$ cat config.mk
export PLATFORM = sky130hd
export DESIGN_NAME = adcct_computation_regs
export DESIGN_NICKNAME = d
export VERILOG_FILES = /design/src/logic/adcct_threshold_check.v /design/src/logic/adcct_computation_regs.v
export VERILOG_INCLUDE_DIRS = /design/src /design/src/logic
export SDC_FILE = /design/constraint.sdc
export NUM_CORES = 1
export LEC_CHECK = 0
export BUFFER_PORTS_ARGS = -buffer_cell sky130_fd_sc_hd__buf_2
export CAP_MARGIN = 20
export CORE_AREA = 2 2 169 171
export DETAILED_ROUTE_END_ITERATION = 7
export DIE_AREA = 0 0 171 173
export PLACE_DENSITY = 0.71
export SKIP_LAST_GASP = 1
export SYNTH_ARGS = -nofsm -noshare
export SYNTH_HDL_FRONTEND = slang
export SYNTH_SLANG_ARGS = --single-unit
$ cat constraint.sdc
create_clock -name clock -period 12.2 [get_ports clock]
set_input_delay 3.05 -clock clock [delete_from_list [all_inputs] [get_ports clock]]
set_output_delay 3.05 -clock clock [all_outputs]
set_load 0.005 [all_outputs]
$ cat src/logic/adcct_consts.vh
// Register offsets, field positions, reset values and encodings for
// the computation and threshold unit. Included by its design files.
`ifndef ADCCT_CONSTS_VH
`define ADCCT_CONSTS_VH

// ----------------------------------------------------------------------
// Byte offsets
// ----------------------------------------------------------------------
`define ADCCT_LTH_L     9'h08C
`define ADCCT_LTH_H     9'h08D
`define ADCCT_UTH_L     9'h08E
`define ADCCT_UTH_H     9'h08F
`define ADCCT_ERR_L     9'h090
`define ADCCT_ERR_H     9'h091
`define ADCCT_SETPOINT_FIELD_L    9'h092
`define ADCCT_SETPOINT_FIELD_H    9'h093
`define ADCCT_FILTER_FIELD_L    9'h094
`define ADCCT_FILTER_FIELD_H    9'h095
`define ADCCT_ACC_L     9'h096
`define ADCCT_ACC_H     9'h097
`define ADCCT_ACC_U     9'h098
`define ADCCT_CNT       9'h099
`define ADCCT_RPT       9'h09A
`define ADCCT_PREV_L    9'h09B
`define ADCCT_PREV_H    9'h09C
`define ADCCT_CTRL      9'h0A0
`define ADCCT_MODE      9'h0A1
`define ADCCT_STAT      9'h0A2

// ----------------------------------------------------------------------
// Control register fields (offset 0x0A0)
// ----------------------------------------------------------------------
`define ADCCT_CTRL_TMD_LSB   0
`define ADCCT_CTRL_ERROR_SELECT_A_LSB  3
`define ADCCT_CTRL_PREVIOUS_SOURCE_SELECT_BIT  6
`define ADCCT_CTRL_GO_BIT    7

// Mode register fields (offset 0x0A1)
`define ADCCT_MODE_MD_LSB    0
`define ADCCT_MODE_CRS_LSB   3

// Status register fields (offset 0x0A2)
`define ADCCT_STAT_BELOW_LOWER_FLAG_BIT  0
`define ADCCT_STAT_ABOVE_UPPER_FLAG_BIT  1
`define ADCCT_STAT_TIF_BIT   2

// ----------------------------------------------------------------------
// Reset values
// ----------------------------------------------------------------------
`define ADCCT_RST_16    16'h0000
`define ADCCT_RST_8     8'h00

// ----------------------------------------------------------------------
// Threshold modes
// ----------------------------------------------------------------------
`define ADCCT_TMD_NEVER    3'h0
`define ADCCT_TMD_BELOW_L  3'h1
`define ADCCT_TMD_GE_L     3'h2
`define ADCCT_TMD_INSIDE   3'h3
`define ADCCT_TMD_OUTSIDE  3'h4
`define ADCCT_TMD_LE_U     3'h5
`define ADCCT_TMD_ABOVE_U  3'h6
`define ADCCT_TMD_ALWAYS   3'h7

// ----------------------------------------------------------------------
// Computation modes
// ----------------------------------------------------------------------
`define ADCCT_MD_BASIC     3'h0
`define ADCCT_MD_ACCUM     3'h1
`define ADCCT_MD_AVG       3'h2
`define ADCCT_MD_BURST     3'h3
`define ADCCT_MD_LPF       3'h4

// ----------------------------------------------------------------------
// Error calculations
// ----------------------------------------------------------------------
`define ADCCT_ERROR_SELECT_A_DERIV   3'h0
`define ADCCT_ERROR_SELECT_A_SP      3'h1
`define ADCCT_ERROR_SELECT_A_RES_FLT 3'h2
`define ADCCT_ERROR_SELECT_A_FLT_DER 3'h4
`define ADCCT_ERROR_SELECT_A_FLT_SP  3'h5

`endif

$ cat src/logic/adcct_threshold_check.v
// Signed threshold comparator with mode select.
// Assumes operands stable in the cycle the check is taken.
`timescale 1ns/10ps
`include "adcct_consts.vh"

module adcct_threshold_check #(
  parameter WIDTH = 16
) (
  // Operands
  input  wire signed [WIDTH-1:0] errorValue,
  input  wire signed [WIDTH-1:0] lowerThreshold,
  input  wire signed [WIDTH-1:0] upperThreshold,
  // Mode
  input  wire        [2:0]       thresholdModeSelect,
  // Results
  output wire                    belowLower,
  output wire                    aboveUpper,
  output reg                     conditionMet
);

  assign belowLower = errorValue < lowerThreshold;
  assign aboveUpper = errorValue > upperThreshold;

  always @* begin
    case (thresholdModeSelect)
      `ADCCT_TMD_NEVER:   conditionMet = 1'b0;
      `ADCCT_TMD_BELOW_L: conditionMet = belowLower;
      `ADCCT_TMD_GE_L:    conditionMet = !belowLower;
      `ADCCT_TMD_INSIDE:  conditionMet = !belowLower && !aboveUpper;
      `ADCCT_TMD_OUTSIDE: conditionMet = belowLower || aboveUpper;
      `ADCCT_TMD_LE_U:    conditionMet = !aboveUpper;
      `ADCCT_TMD_ABOVE_U: conditionMet = aboveUpper;
      `ADCCT_TMD_ALWAYS:  conditionMet = 1'b1;
      default:            conditionMet = 1'b0;
    endcase
  end

endmodule

$ cat src/logic/adcct_computation_regs.v
// Computation and threshold register unit of a 12-bit converter.
// Assumes results arrive as one-cycle strobes on the system clock and a
// conversion-start strobe from the sequencer on the same clock.
`timescale 1ns/10ps
`include "adcct_consts.vh"

module adcct_computation_regs #(
  parameter ACC_WIDTH = 18,
  parameter CNT_WIDTH = 8
) (
  // Clock and reset
  input  wire        clock,
  input  wire        reset,
  input  wire        powerOnReset,
  // Register port
  input  wire [8:0]  address,
  input  wire [7:0]  writeData,
  input  wire        writeStrobe,
  input  wire        readStrobe,
  output reg  [7:0]  readData,
  // Conversion core
  input  wire        conversionStart,
  input  wire        resultValid,
  input  wire [15:0] resultData,
  // Status and control
  output wire        conversionGo,
  output wire        thresholdInterrupt,
  output wire        aboveUpperFlag,
  output wire        belowLowerFlag
);

  // --------------------------------------------------------------------
  // Storage
  // --------------------------------------------------------------------
  reg  signed [15:0]          lowerThreshold_q;
  reg  signed [15:0]          upperThreshold_q;
  reg  signed [15:0]          thresholdSetpoint_q;

  reg  signed [15:0]          computedError_q;
  reg  signed [15:0]          filterOutput_q;

  reg  signed [ACC_WIDTH-1:0] accumulator_q;
  reg         [CNT_WIDTH-1:0] repeatCounter_q;
  reg         [7:0]           repeatSetting_q;

  reg         [15:0]          previousResult_q;
  reg         [15:0]          lastResult_q;

  reg         [7:0]           ctrl_q;
  reg         [7:0]           mode_q;

  reg                         aboveUpper_q;
  reg                         belowLower_q;
  reg                         interruptFlag_q;

  wire        [2:0]           thresholdModeSelect;
  wire        [2:0]           errorSelect;
  wire                        previousSourceSelect;
  wire        [2:0]           computeMode;
  wire        [2:0]           rightShiftSelect;

  assign thresholdModeSelect  = ctrl_q[`ADCCT_CTRL_TMD_LSB +: 3];
  assign errorSelect          = ctrl_q[`ADCCT_CTRL_ERROR_SELECT_A_LSB +: 3];
  assign previousSourceSelect = ctrl_q[`ADCCT_CTRL_PREVIOUS_SOURCE_SELECT_BIT];
  assign conversionGo         = ctrl_q[`ADCCT_CTRL_GO_BIT];
  assign computeMode          = mode_q[`ADCCT_MODE_MD_LSB +: 3];
  assign rightShiftSelect     = mode_q[`ADCCT_MODE_CRS_LSB +: 3];

  // --------------------------------------------------------------------
  // Computation datapath
  // --------------------------------------------------------------------
  wire                        repeatMode;
  wire                        lpfMode;

  wire signed [ACC_WIDTH-1:0] resultExt;
  wire signed [ACC_WIDTH-1:0] accumSum;
  wire signed [ACC_WIDTH-1:0] lpfStep;
  wire signed [ACC_WIDTH-1:0] shiftedAcc;
  wire signed [15:0]          newFilter;
  wire        [CNT_WIDTH-1:0] countNext;
  wire                        checkDue;
  wire                        doCheck;

  reg  signed [15:0]          newError;

  assign repeatMode = (computeMode == `ADCCT_MD_AVG)
                   || (computeMode == `ADCCT_MD_BURST)
                   || (computeMode == `ADCCT_MD_LPF);
  assign lpfMode    = computeMode == `ADCCT_MD_LPF;
  assign resultExt  = {{(ACC_WIDTH-16){resultData[15]}}, resultData};
  assign accumSum   = accumulator_q + resultExt;
  // Low-pass step: acc + result - acc >>> shift
  assign lpfStep    = accumSum - (accumulator_q >>> rightShiftSelect);
  assign shiftedAcc = (lpfMode ? lpfStep : accumSum) >>> rightShiftSelect;
  // Filter is shifted accumulator, or filter state in LPF
  assign newFilter  = shiftedAcc[15:0];
  assign countNext  = repeatCounter_q + {{(CNT_WIDTH-1){1'b0}}, 1'b1};
  // Check when count reaches setting; other modes every result
  assign checkDue   = !repeatMode || (countNext >= repeatSetting_q);
  assign doCheck    = resultValid && checkDue;

  always @* begin
    case (errorSelect)
      `ADCCT_ERROR_SELECT_A_DERIV:   newError = $signed(resultData)
                                    - $signed(lastResult_q);
      `ADCCT_ERROR_SELECT_A_SP:      newError = $signed(resultData)
                                    - thresholdSetpoint_q;
      `ADCCT_ERROR_SELECT_A_RES_FLT: newError = $signed(resultData) - newFilter;
      `ADCCT_ERROR_SELECT_A_FLT_DER: newError = newFilter - filterOutput_q;
      `ADCCT_ERROR_SELECT_A_FLT_SP:  newError = newFilter
                                    - thresholdSetpoint_q;
      default:             newError = $signed(resultData)
                                    - $signed(lastResult_q);
    endcase
  end

  // --------------------------------------------------------------------
  // Threshold check
  // --------------------------------------------------------------------
  wire belowLower;
  wire aboveUpper;
  wire conditionMet;

  adcct_threshold_check #(
    .WIDTH               (16)
  ) adcct_threshold_check_i (
    .errorValue          (newError),
    .lowerThreshold      (lowerThreshold_q),
    .upperThreshold      (upperThreshold_q),
    .thresholdModeSelect (thresholdModeSelect),
    .belowLower          (belowLower),
    .aboveUpper          (aboveUpper),
    .conditionMet        (conditionMet)
  );

  assign thresholdInterrupt = interruptFlag_q;
  assign aboveUpperFlag     = aboveUpper_q;
  assign belowLowerFlag     = belowLower_q;

  // --------------------------------------------------------------------
  // Write decode
  // --------------------------------------------------------------------
  wire wrLthL  = writeStrobe && (address == `ADCCT_LTH_L);
  wire wrLthH  = writeStrobe && (address == `ADCCT_LTH_H);

  wire wrUthL  = writeStrobe && (address == `ADCCT_UTH_L);
  wire wrUthH  = writeStrobe && (address == `ADCCT_UTH_H);

  wire wrStptL = writeStrobe && (address == `ADCCT_SETPOINT_FIELD_L);
  wire wrStptH = writeStrobe && (address == `ADCCT_SETPOINT_FIELD_H);

  wire wrAccL  = writeStrobe && (address == `ADCCT_ACC_L)
              && !conversionGo;
  wire wrAccH  = writeStrobe && (address == `ADCCT_ACC_H)
              && !conversionGo;
  wire wrAccU  = writeStrobe && (address == `ADCCT_ACC_U)
              && !conversionGo;

  wire wrCnt   = writeStrobe && (address == `ADCCT_CNT);
  wire wrRpt   = writeStrobe && (address == `ADCCT_RPT);

  wire wrCtrl  = writeStrobe && (address == `ADCCT_CTRL);
  wire wrMode  = writeStrobe && (address == `ADCCT_MODE);
  wire wrStat  = writeStrobe && (address == `ADCCT_STAT);

  // --------------------------------------------------------------------
  // Software registers
  // --------------------------------------------------------------------
  always @(posedge clock or posedge reset) begin
    if (reset) begin
      lowerThreshold_q    <= `ADCCT_RST_16;
      upperThreshold_q    <= `ADCCT_RST_16;
      thresholdSetpoint_q <= `ADCCT_RST_16;
      repeatSetting_q     <= `ADCCT_RST_8;
      ctrl_q              <= `ADCCT_RST_8;
      mode_q              <= `ADCCT_RST_8;
    end else begin
      if (wrLthL) begin
        lowerThreshold_q[7:0] <= writeData;
      end
      if (wrLthH) begin
        lowerThreshold_q[15:8] <= writeData;
      end

      if (wrUthL) begin
        upperThreshold_q[7:0] <= writeData;
      end
      if (wrUthH) begin
        upperThreshold_q[15:8] <= writeData;
      end

      if (wrStptL) begin
        thresholdSetpoint_q[7:0] <= writeData;
      end
      if (wrStptH) begin
        thresholdSetpoint_q[15:8] <= writeData;
      end

      if (wrRpt) begin
        repeatSetting_q <= writeData;
      end
      if (wrCtrl) begin
        ctrl_q <= writeData;
      end
      if (wrMode) begin
        mode_q <= writeData;
      end
    end
  end

  // --------------------------------------------------------------------
  // Status flags; hardware set wins over software clear
  // --------------------------------------------------------------------
  always @(posedge clock or posedge reset) begin
    if (reset) begin
      aboveUpper_q    <= 1'b0;
      belowLower_q    <= 1'b0;
      interruptFlag_q <= 1'b0;
    end else begin
      if (doCheck) begin
        aboveUpper_q <= aboveUpper;
        belowLower_q <= belowLower;
      end
      if (doCheck && conditionMet) begin
        interruptFlag_q <= 1'b1;
      end else if (wrStat && !writeData[`ADCCT_STAT_TIF_BIT]) begin
        interruptFlag_q <= 1'b0;
      end
    end
  end

  // --------------------------------------------------------------------
  // Computation results; no reset so contents start undefined
  // --------------------------------------------------------------------
  always @(posedge clock) begin
    if (resultValid) begin
      lastResult_q   <= resultData;
      filterOutput_q <= newFilter;
      if (checkDue) begin
        computedError_q <= newError;
      end
    end
    if (conversionStart)
      previousResult_q <= previousSourceSelect
                        ? filterOutput_q : lastResult_q;
    // Accumulator bytes; upper write sets the top bits from low writeData bits
    if (wrAccL) begin
      accumulator_q[7:0] <= writeData;
    end else if (wrAccH) begin
      accumulator_q[15:8] <= writeData;
    end else if (wrAccU) begin
      accumulator_q[ACC_WIDTH-1:16] <= writeData[ACC_WIDTH-17:0];
    end else if (resultValid && (computeMode != `ADCCT_MD_BASIC)) begin
      accumulator_q <= lpfMode ? lpfStep : accumSum;
    end
  end

  // --------------------------------------------------------------------
  // Repeat counter; no reset clears it, power-on reset holds its value
  // --------------------------------------------------------------------
  reg porMeta_q;
  reg porSync_q;

  // Power-on level comes from outside the clock domain
  always @(posedge clock) begin
    porMeta_q <= powerOnReset;
    porSync_q <= porMeta_q;
  end

  always @(posedge clock) begin
    if (porSync_q) begin
      repeatCounter_q <= repeatCounter_q;
    end else if (wrCnt) begin
      repeatCounter_q <= writeData[CNT_WIDTH-1:0];
    end else if (resultValid && repeatMode) begin
      if (checkDue) begin
        repeatCounter_q <= {CNT_WIDTH{1'b0}};
      end else begin
        repeatCounter_q <= countNext;
      end
    end
  end

  // --------------------------------------------------------------------
  // Read port, data one cycle after the strobe
  // --------------------------------------------------------------------
  wire [23:0] accRead;
  assign accRead = {{(24-ACC_WIDTH){accumulator_q[ACC_WIDTH-1]}},
                    accumulator_q};

  always @(posedge clock or posedge reset) begin
    if (reset) begin
      readData <= `ADCCT_RST_8;
    end else if (readStrobe) begin
      case (address)
        `ADCCT_LTH_L:  readData <= lowerThreshold_q[7:0];
        `ADCCT_LTH_H:  readData <= lowerThreshold_q[15:8];
        `ADCCT_UTH_L:  readData <= upperThreshold_q[7:0];
        `ADCCT_UTH_H:  readData <= upperThreshold_q[15:8];
        `ADCCT_ERR_L:  readData <= computedError_q[7:0];
        `ADCCT_ERR_H:  readData <= computedError_q[15:8];
        `ADCCT_SETPOINT_FIELD_L: readData <= thresholdSetpoint_q[7:0];
        `ADCCT_SETPOINT_FIELD_H: readData <= thresholdSetpoint_q[15:8];
        `ADCCT_FILTER_FIELD_L: readData <= filterOutput_q[7:0];
        `ADCCT_FILTER_FIELD_H: readData <= filterOutput_q[15:8];
        `ADCCT_ACC_L:  readData <= accRead[7:0];
        `ADCCT_ACC_H:  readData <= accRead[15:8];
        `ADCCT_ACC_U:  readData <= accRead[23:16];
        `ADCCT_CNT:    readData <= repeatCounter_q;
        `ADCCT_RPT:    readData <= repeatSetting_q;
        `ADCCT_PREV_L: readData <= previousResult_q[7:0];
        `ADCCT_PREV_H: readData <= previousResult_q[15:8];
        `ADCCT_CTRL:   readData <= ctrl_q;
        `ADCCT_MODE:   readData <= mode_q;
        `ADCCT_STAT:   readData <= {5'h00, interruptFlag_q,
                                    aboveUpper_q, belowLower_q};
        default:       readData <= 8'h00;
      endcase
    end else begin
      readData <= 8'h00;
    end
  end

endmodule

==> results of run 1 <==
synthesized netlist by cell type (13+ instances only):
cell	count
ha_1	104
nor2_1	101
o21ai_0	101
mux2_2	98
edfxtp_1	90
nand2_1	88
a21oi_1	86
dfrtp_1	83
inv_1	70
mux2i_1	66
clkbuf_1	53
a22oi_1	43
xnor2_1	30
a21o_1	29
nand2b_1	28
xor2_1	24
a221oi_1	21
mux4_2	21
a211oi_1	19
o21a_1	17
nand3_1	16
nor3_1	16
nor2b_1	14
a22o_1	13
nand4_1	13
cells by family (layout without fill, tap and decap cells):
group | after synthesis | in the layout | share of synthesized area [%]
AOI/OAI and AO/OA | 404 | 404 | 19.5
xor gates and xnor gates | 57 | 57 | 3.95
adders and majority gates | 108 | 108 | 10.1
buffers and inverters | 130 | 176 | 3.58
DFF | 175 | 175 | 35.3
muxes | 186 | 186 | 16.5
and+or+nand+nor | 320 | 320 | 11.2
power breakdown:
| group | total, mW | internal, mW | switching (mW) |
|---|---|---|---|
| Combinational | 0.482 | 0.193 | 0.289 |
| Sequential | 0.699 | 0.665 | 0.0347 |
| Clock | 0.526 | 0.272 | 0.255 |
worst max path at each step:
stage                       start                 end  cells past startpoint
finish              resultData[0]  thresholdInterrupt                     35
global route        resultData[0]  thresholdInterrupt                     35
CTS                 resultData[0]  thresholdInterrupt                     35
detailed placement  resultData[0]  thresholdInterrupt                     35
global placement    resultData[0]  thresholdInterrupt                     35
floorplan           resultData[0]  thresholdInterrupt                     34
worst register-to-register path, delay by kind of cell (launching register included):
family                   cells  cell delay [ns]
adder cells (fa/ha/maj)      5             1.66
XOR/XNOR                     3             0.43
multiplexers                 3             1.21
AO/OA/AOI/OAI               15             3.59
buffers and inverters        1             0.45
AND/OR/NAND/NOR              9             1.15
flip-flops                   1             0.86
registers in the layout, summed over array words and instances (netlist names):
register	flops
repeatCounter_q	8
readData	8
filterOutput_q	16
lowerThreshold_q	16
thresholdSetpoint_q	16
porSync_q	1
thresholdInterrupt	1
computedError_q	16
repeatSetting_q	8
lastResult_q	16
previousResult_q	16
mode_q	8
aboveUpperFlag	1
upperThreshold_q	16
ctrl_q	8
accumulator_q	18
porMeta_q	1
belowLowerFlag	1
per-layer routing:
metal	track usage [%]	share of wire (%)	wire [um]	vias up
li1	-	-	-	5281
met1	43.1	41	18700	5678
met2	46.0	44	19800	709
met3	5.33	9.9	4500	124
met4	14.3	5.2	2350	0
met5	0	0	0	-
cell type report:
class	instances	area share, %
clock inverters	12	0.689
flip-flops and latches	175	32.4
inverters	72	1.82
clock buffers	20	3.00
multi-input cells	1075	56.2
repair buffers	72	2.76
well taps	378	3.18
cells in the final DEF, fill, tap and decap left out, types with 7 or more instances in the layout:
cell and n:
o21ai_0 101, a22oi_1 43, nand2_1 88, a22o_1 13
xor2_1 24, nor3_1 16, clkbuf_16 17, and2_1 7
o21a_1 17, nor2_1 101, buf_2 52, inv_1 69
mux2_2 98, o211ai_1 9, nor2b_1 14, a211oi_1 19
and3_1 9, a221oi_1 21, xnor2_1 30, nand2b_1 28
edfxtp_1 90, dfrtp_1 82, ha_1 104, mux4_2 21
a31oi_1 12, a21o_1 29, nor4_1 7, a21oi_1 86
nand4_1 13, buf_4 20, mux2i_1 66, nand3_1 16
==> results.sh, run 1 <==
export IMPL_multi_input_area_um2=8360
export IMPL_cts_tree="built"
export IMPL_numCtsBuffers=17
export IMPL_finalHoldViolCount=0
export IMPL_track_usage_pct=30.7
export IMPL_irDropWorstVdd_v=0.000108
export IMPL_yosysTopAreaCellShare_pct=19.8
export IMPL_nNetsFinal=1561
export IMPL_routabilityCongestion=0.981
export IMPL_p_leak_nw=6.15
export IMPL_cpMostUsedCell="o21ai_0"
export IMPL_fin_util_pct=53.9
export IMPL_postSynthAreaPerCell_um2=9.91
export IMPL_r2r_setup_slack_ns=2.72
export IMPL_grt_pass1_wl_um=68000
export IMPL_crit_fanout=6
export IMPL_slew_headroom_pct=22.0
export IMPL_holdWs_ns=0.330
export IMPL_grt_pass1_vias=11089
export IMPL_clk_pin_slew_ns=0.08
export IMPL_slowest_stage="mux4_2"
export IMPL_finalSetupTns_ns=0
export IMPL_ys_seq_area_share_pct=35.3
export IMPL_cts_sinks=175
export IMPL_timing_final_crit_share_pct=95.1
export IMPL_area_growth_pct=8.90
export IMPL_synth_edff_count=90
export IMPL_worst_path_largest_cell_delay_ns=0.59
export IMPL_post_cts_buffers=0
export IMPL_critPathKind="input pin to flop"
export IMPL_antenna_cells=0
export IMPL_syn_area_um2=13700
export IMPL_finalInstanceArea_um2=14900
export IMPL_p_per_area_nw_per_um2=115
export IMPL_crit_required_ns=12.54
export IMPL_globalRouteOverflowTotal=0
export IMPL_hold_end="porSync_q"
export IMPL_setup_ws_ns=0.595
export IMPL_num_rows=61
export IMPL_timing_final_max_slew_violations=0
export IMPL_holdBufCountCts=0
export IMPL_antenna_found_initial=0
export IMPL_fin_worst_skew_ns=0.0156
export IMPL_syn_inst=1380
export IMPL_layout_min_cycle_time_ns=11.60
export IMPL_reg2regPathDepth=36
export IMPL_synthesis_nets=1528
export IMPL_place_inst=1771
export IMPL_maxCapViolations=0
export IMPL_dieWidth_um=171
export IMPL_worst_setup_path_end_kind="flop"
export IMPL_initial_utilization_pct=49.5
export IMPL_routed_via_density=6.54
export IMPL_cp_arrival_ns=11.94
export IMPL_seq_area_um2=4820
export IMPL_synthFlopType="edfxtp_1"
export IMPL_core_um2=27600
export IMPL_whs_path_depth=0
export IMPL_ys_types=74
export IMPL_ys_seq_elements=175
export IMPL_drc=0
export IMPL_fin_cells=1804
export IMPL_dr_pass1_iters=6
export IMPL_max_freq_ghz=0.0862
export IMPL_r2r_start="mode_q[3]"
export IMPL_synth_async_sr_flop_share_pct=47.4
export IMPL_min_from="porMeta_q"
export IMPL_reg2reg_to="thresholdInterrupt"
export IMPL_cp_top_family="compound AO/OA/AOI/OAI gates"
export IMPL_status="finished, final reports clean"
export IMPL_drive_above_1_share_pct=16.5
export IMPL_cts_resized=0
export IMPL_clock_root_buffer="clkbuf_16"
export IMPL_synth_top_cells_by_area="edfxtp_1, dfrtp_1, ha_1, mux2_2, mux2i_1"
export IMPL_route_vias_total=11792
export IMPL_clk_latency_ns=0.45
export IMPL_dp_slack_ns=0.330
export IMPL_yosysWarnings=0
export IMPL_clk_path_buf_depth=2
export IMPL_yosys_area_top_type="edfxtp_1"
export IMPL_wl_per_cell_um=25.1
export IMPL_cts_htree_levels=4
export IMPL_setup_viol=0
export IMPL_critical_path_startpoint_type="input pin"
export IMPL_io_pins=52
export IMPL_hpwl_um=34600
export IMPL_drt_total_wl_um=45300
export IMPL_ant_nets=0
export IMPL_grt_max_degree=68
export IMPL_die_height_um=173
export IMPL_drt_iter0_drc=1549
export IMPL_path_buf_inv=2
export IMPL_die_area_um2=29600
export IMPL_port_buffers=51
export IMPL_rsz0062_at_grt="false"
export IMPL_placed_cell_area_um2=14300
export IMPL_fillers=2486
export IMPL_hp_class="flop to flop"
export IMPL_worst_slew_pin_slew_ns=1.16
export IMPL_total_power_mw=1.71
No activity file was read; power rests on OpenSTA's default activity.
==> run 2: changes to the inputs <==
Settings changed: CORE_AREA 2 2 169 171 to 2 2 149 151, DIE_AREA 0 0 171 173 to 0 0 151 153, PLACE_DENSITY 0.71 to 0.91.
Clock period 12.2 ns to 13.5 ns, I/O delays scaled along.
==> results.sh, run 2 (synthesis results as in run 1) <==
export IMPL_cp_arrival_ns=12.36
export IMPL_hpwl_um=33600
export IMPL_die_height_um=153
export IMPL_drc=0
export IMPL_core_um2=21500
export IMPL_crit_required_ns=13.84
export IMPL_status="finished, final reports clean"
export IMPL_p_per_area_nw_per_um2=107
export IMPL_irDropWorstVdd_v=0.0000683
export IMPL_combPwrFrac_pct=27.6
export IMPL_seq_area_um2=4820
export IMPL_regMostFlops="accumulator_q"
export IMPL_wl_per_cell_um=26.7
export IMPL_nNetsFinal=1554
export IMPL_cts_htree_levels=4
export IMPL_worst_slew_pin_slew_ns=1.14
export IMPL_grt_pass1_vias=11991
export IMPL_fillers=1620
export IMPL_max_freq_ghz=0.0832
export IMPL_num_rows=54
export IMPL_timing_final_max_slew_violations=0
export IMPL_clk_pin_slew_ns=0.08
export IMPL_fin_util_pct=68.9
export IMPL_total_power_mw=1.59
export IMPL_worst_setup_path_end_kind="flop"
export IMPL_grt_max_degree=84
export IMPL_p_leak_nw=6.16
export IMPL_route_vias_total=12331
export IMPL_cts_sinks=175
export IMPL_layout_min_cycle_time_ns=12.02
export IMPL_die_area_um2=23100
export IMPL_finalHoldViolCount=0
export IMPL_crit_fanout=6
export IMPL_finalSetupTns_ns=0
export IMPL_slew_headroom_pct=23.2
export IMPL_track_usage_pct=39.9
export IMPL_p_sw_mw=0.551
export IMPL_initial_utilization_pct=63.6
export IMPL_setup_viol=0
export IMPL_clk_latency_ns=0.44
export IMPL_seqPwrFrac_pct=39.7
export IMPL_drive_above_1_share_pct=16.3
export IMPL_numCtsBuffers=17
export IMPL_reg2regPathDepth=36
export IMPL_antenna_found_initial=0
export IMPL_area_growth_pct=8.25
export IMPL_r2r_start="accumulator_q[0]"
export IMPL_fin_worst_skew_ns=0.0150
export IMPL_pwr_share_clk_pct=32.7
export IMPL_switching_share_pct=34.6
export IMPL_multi_input_area_um2=8360
export IMPL_cts_resized=0
export IMPL_worst_path_largest_cell_delay_ns=0.59
export IMPL_cp_endpoint="thresholdInterrupt"
export IMPL_critical_path_startpoint_type="input pin"
export IMPL_final_cell_mix="ha_1, nor2_1, o21ai_0"
export IMPL_globalRouteOverflowTotal=0
export IMPL_grt_pass1_wl_um=69200
export IMPL_worst_path_stages=37
export IMPL_hp_class="flop to flop"
export IMPL_ant_nets=0
export IMPL_cpMostUsedCell="o21ai_0"
export IMPL_holdBufCountCts=0
export IMPL_timing_final_crit_share_pct=89.1
export IMPL_port_buffers=51
export IMPL_intPower_mw=1.04
export IMPL_routed_via_density=7.26
export IMPL_critPathKind="input pin to flop"
export IMPL_largest_reg_flops=18
export IMPL_clock_root_buffer="clkbuf_16"
export IMPL_cts_tree="built"
export IMPL_io_pins=52
export IMPL_holdWs_ns=0.342
export IMPL_cp_top_family="compound AO/OA/AOI/OAI gates"
export IMPL_reg2reg_to="thresholdInterrupt"
export IMPL_path_buf_inv=1
export IMPL_maxCapViolations=0
export IMPL_slowest_stage="a211oi_1"
export IMPL_post_cts_buffers=0
export IMPL_clk_path_buf_depth=2
export IMPL_antenna_cells=0
export IMPL_rsz0062_at_grt="false"
export IMPL_mostFrequentLayoutCell="ha_1"
export IMPL_dr_pass1_iters=7
export IMPL_drt_iter0_drc=1938
export IMPL_crit_start="resultData[0]"
export IMPL_routabilityCongestion=1.05
export IMPL_dieWidth_um=151
export IMPL_drt_total_wl_um=45400
export IMPL_r2r_setup_slack_ns=3.98
## run 2: worst min-delay path by stage
stage	start	to	slack, ns	depth (start not counted)
2_1_floorplan	porMeta_q	porSync_q	0.31	0
3_3_place_gp	porMeta_q	porSync_q	0.32	0
3_5_place_dp	porMeta_q	porSync_q	0.33	0
4_1_cts	porMeta_q	porSync_q	0.35	0
5_1_grt	porMeta_q	porSync_q	0.35	0
6_report	porMeta_q	porSync_q	0.34	0
## run 2: metrics by stage
step	std cells	cell area (um^2)	worst slack (ns)
2_1_floorplan	1380	13700	2.79
3_3_place_gp	1665	14200	1.58
3_5_place_dp	1666	14200	1.25
4_1_cts	1698	14800	1.66
5_1_grt	1699	14800	0.943
6_report	1699	14800	1.48
## run 2: cell type report
cell class              instances  area share [%]
clock buffers                  17            2.87
multi-input cells            1075            56.5
flip-flops and latches        175            32.6
well taps                     280            2.37
clock inverters                15            1.28
repair buffers                 65            2.57
inverters                      72            1.83
## run 2: power by group through the flow
stage | combinational, mW | sequential [mW] | clock, mW
after global placement | 0.403 | 0.639 | 0
after CTS | 0.422 | 0.629 | 0.517
after global routing | 0.474 | 0.633 | 0.537
after detailed placement | 0.416 | 0.640 | 0
final | 0.439 | 0.632 | 0.520
after floorplan | 0.297 | 0.625 | 0
## run 2: worst reg2reg max path: cells and delay by family (launching register included)
family,cells,cell delay (ns)
AO/OA/AOI/OAI,19,4.33
adder cells (fa/ha/maj),5,1.89
multiplexers,3,1.17
XOR/XNOR,4,0.84
AND/OR/NAND/NOR,5,0.64
flip-flops,1,0.53
## run 2: per-layer routing
layer | share of wire (%) | wire length (um) | GRT usage (%)
met1 | 36 | 16200 | 51.6
met5 | 0 | 0 | 0
met2 | 42 | 19200 | 58.7
met3 | 15 | 6650 | 12.5
met4 | 7.5 | 3420 | 23.5
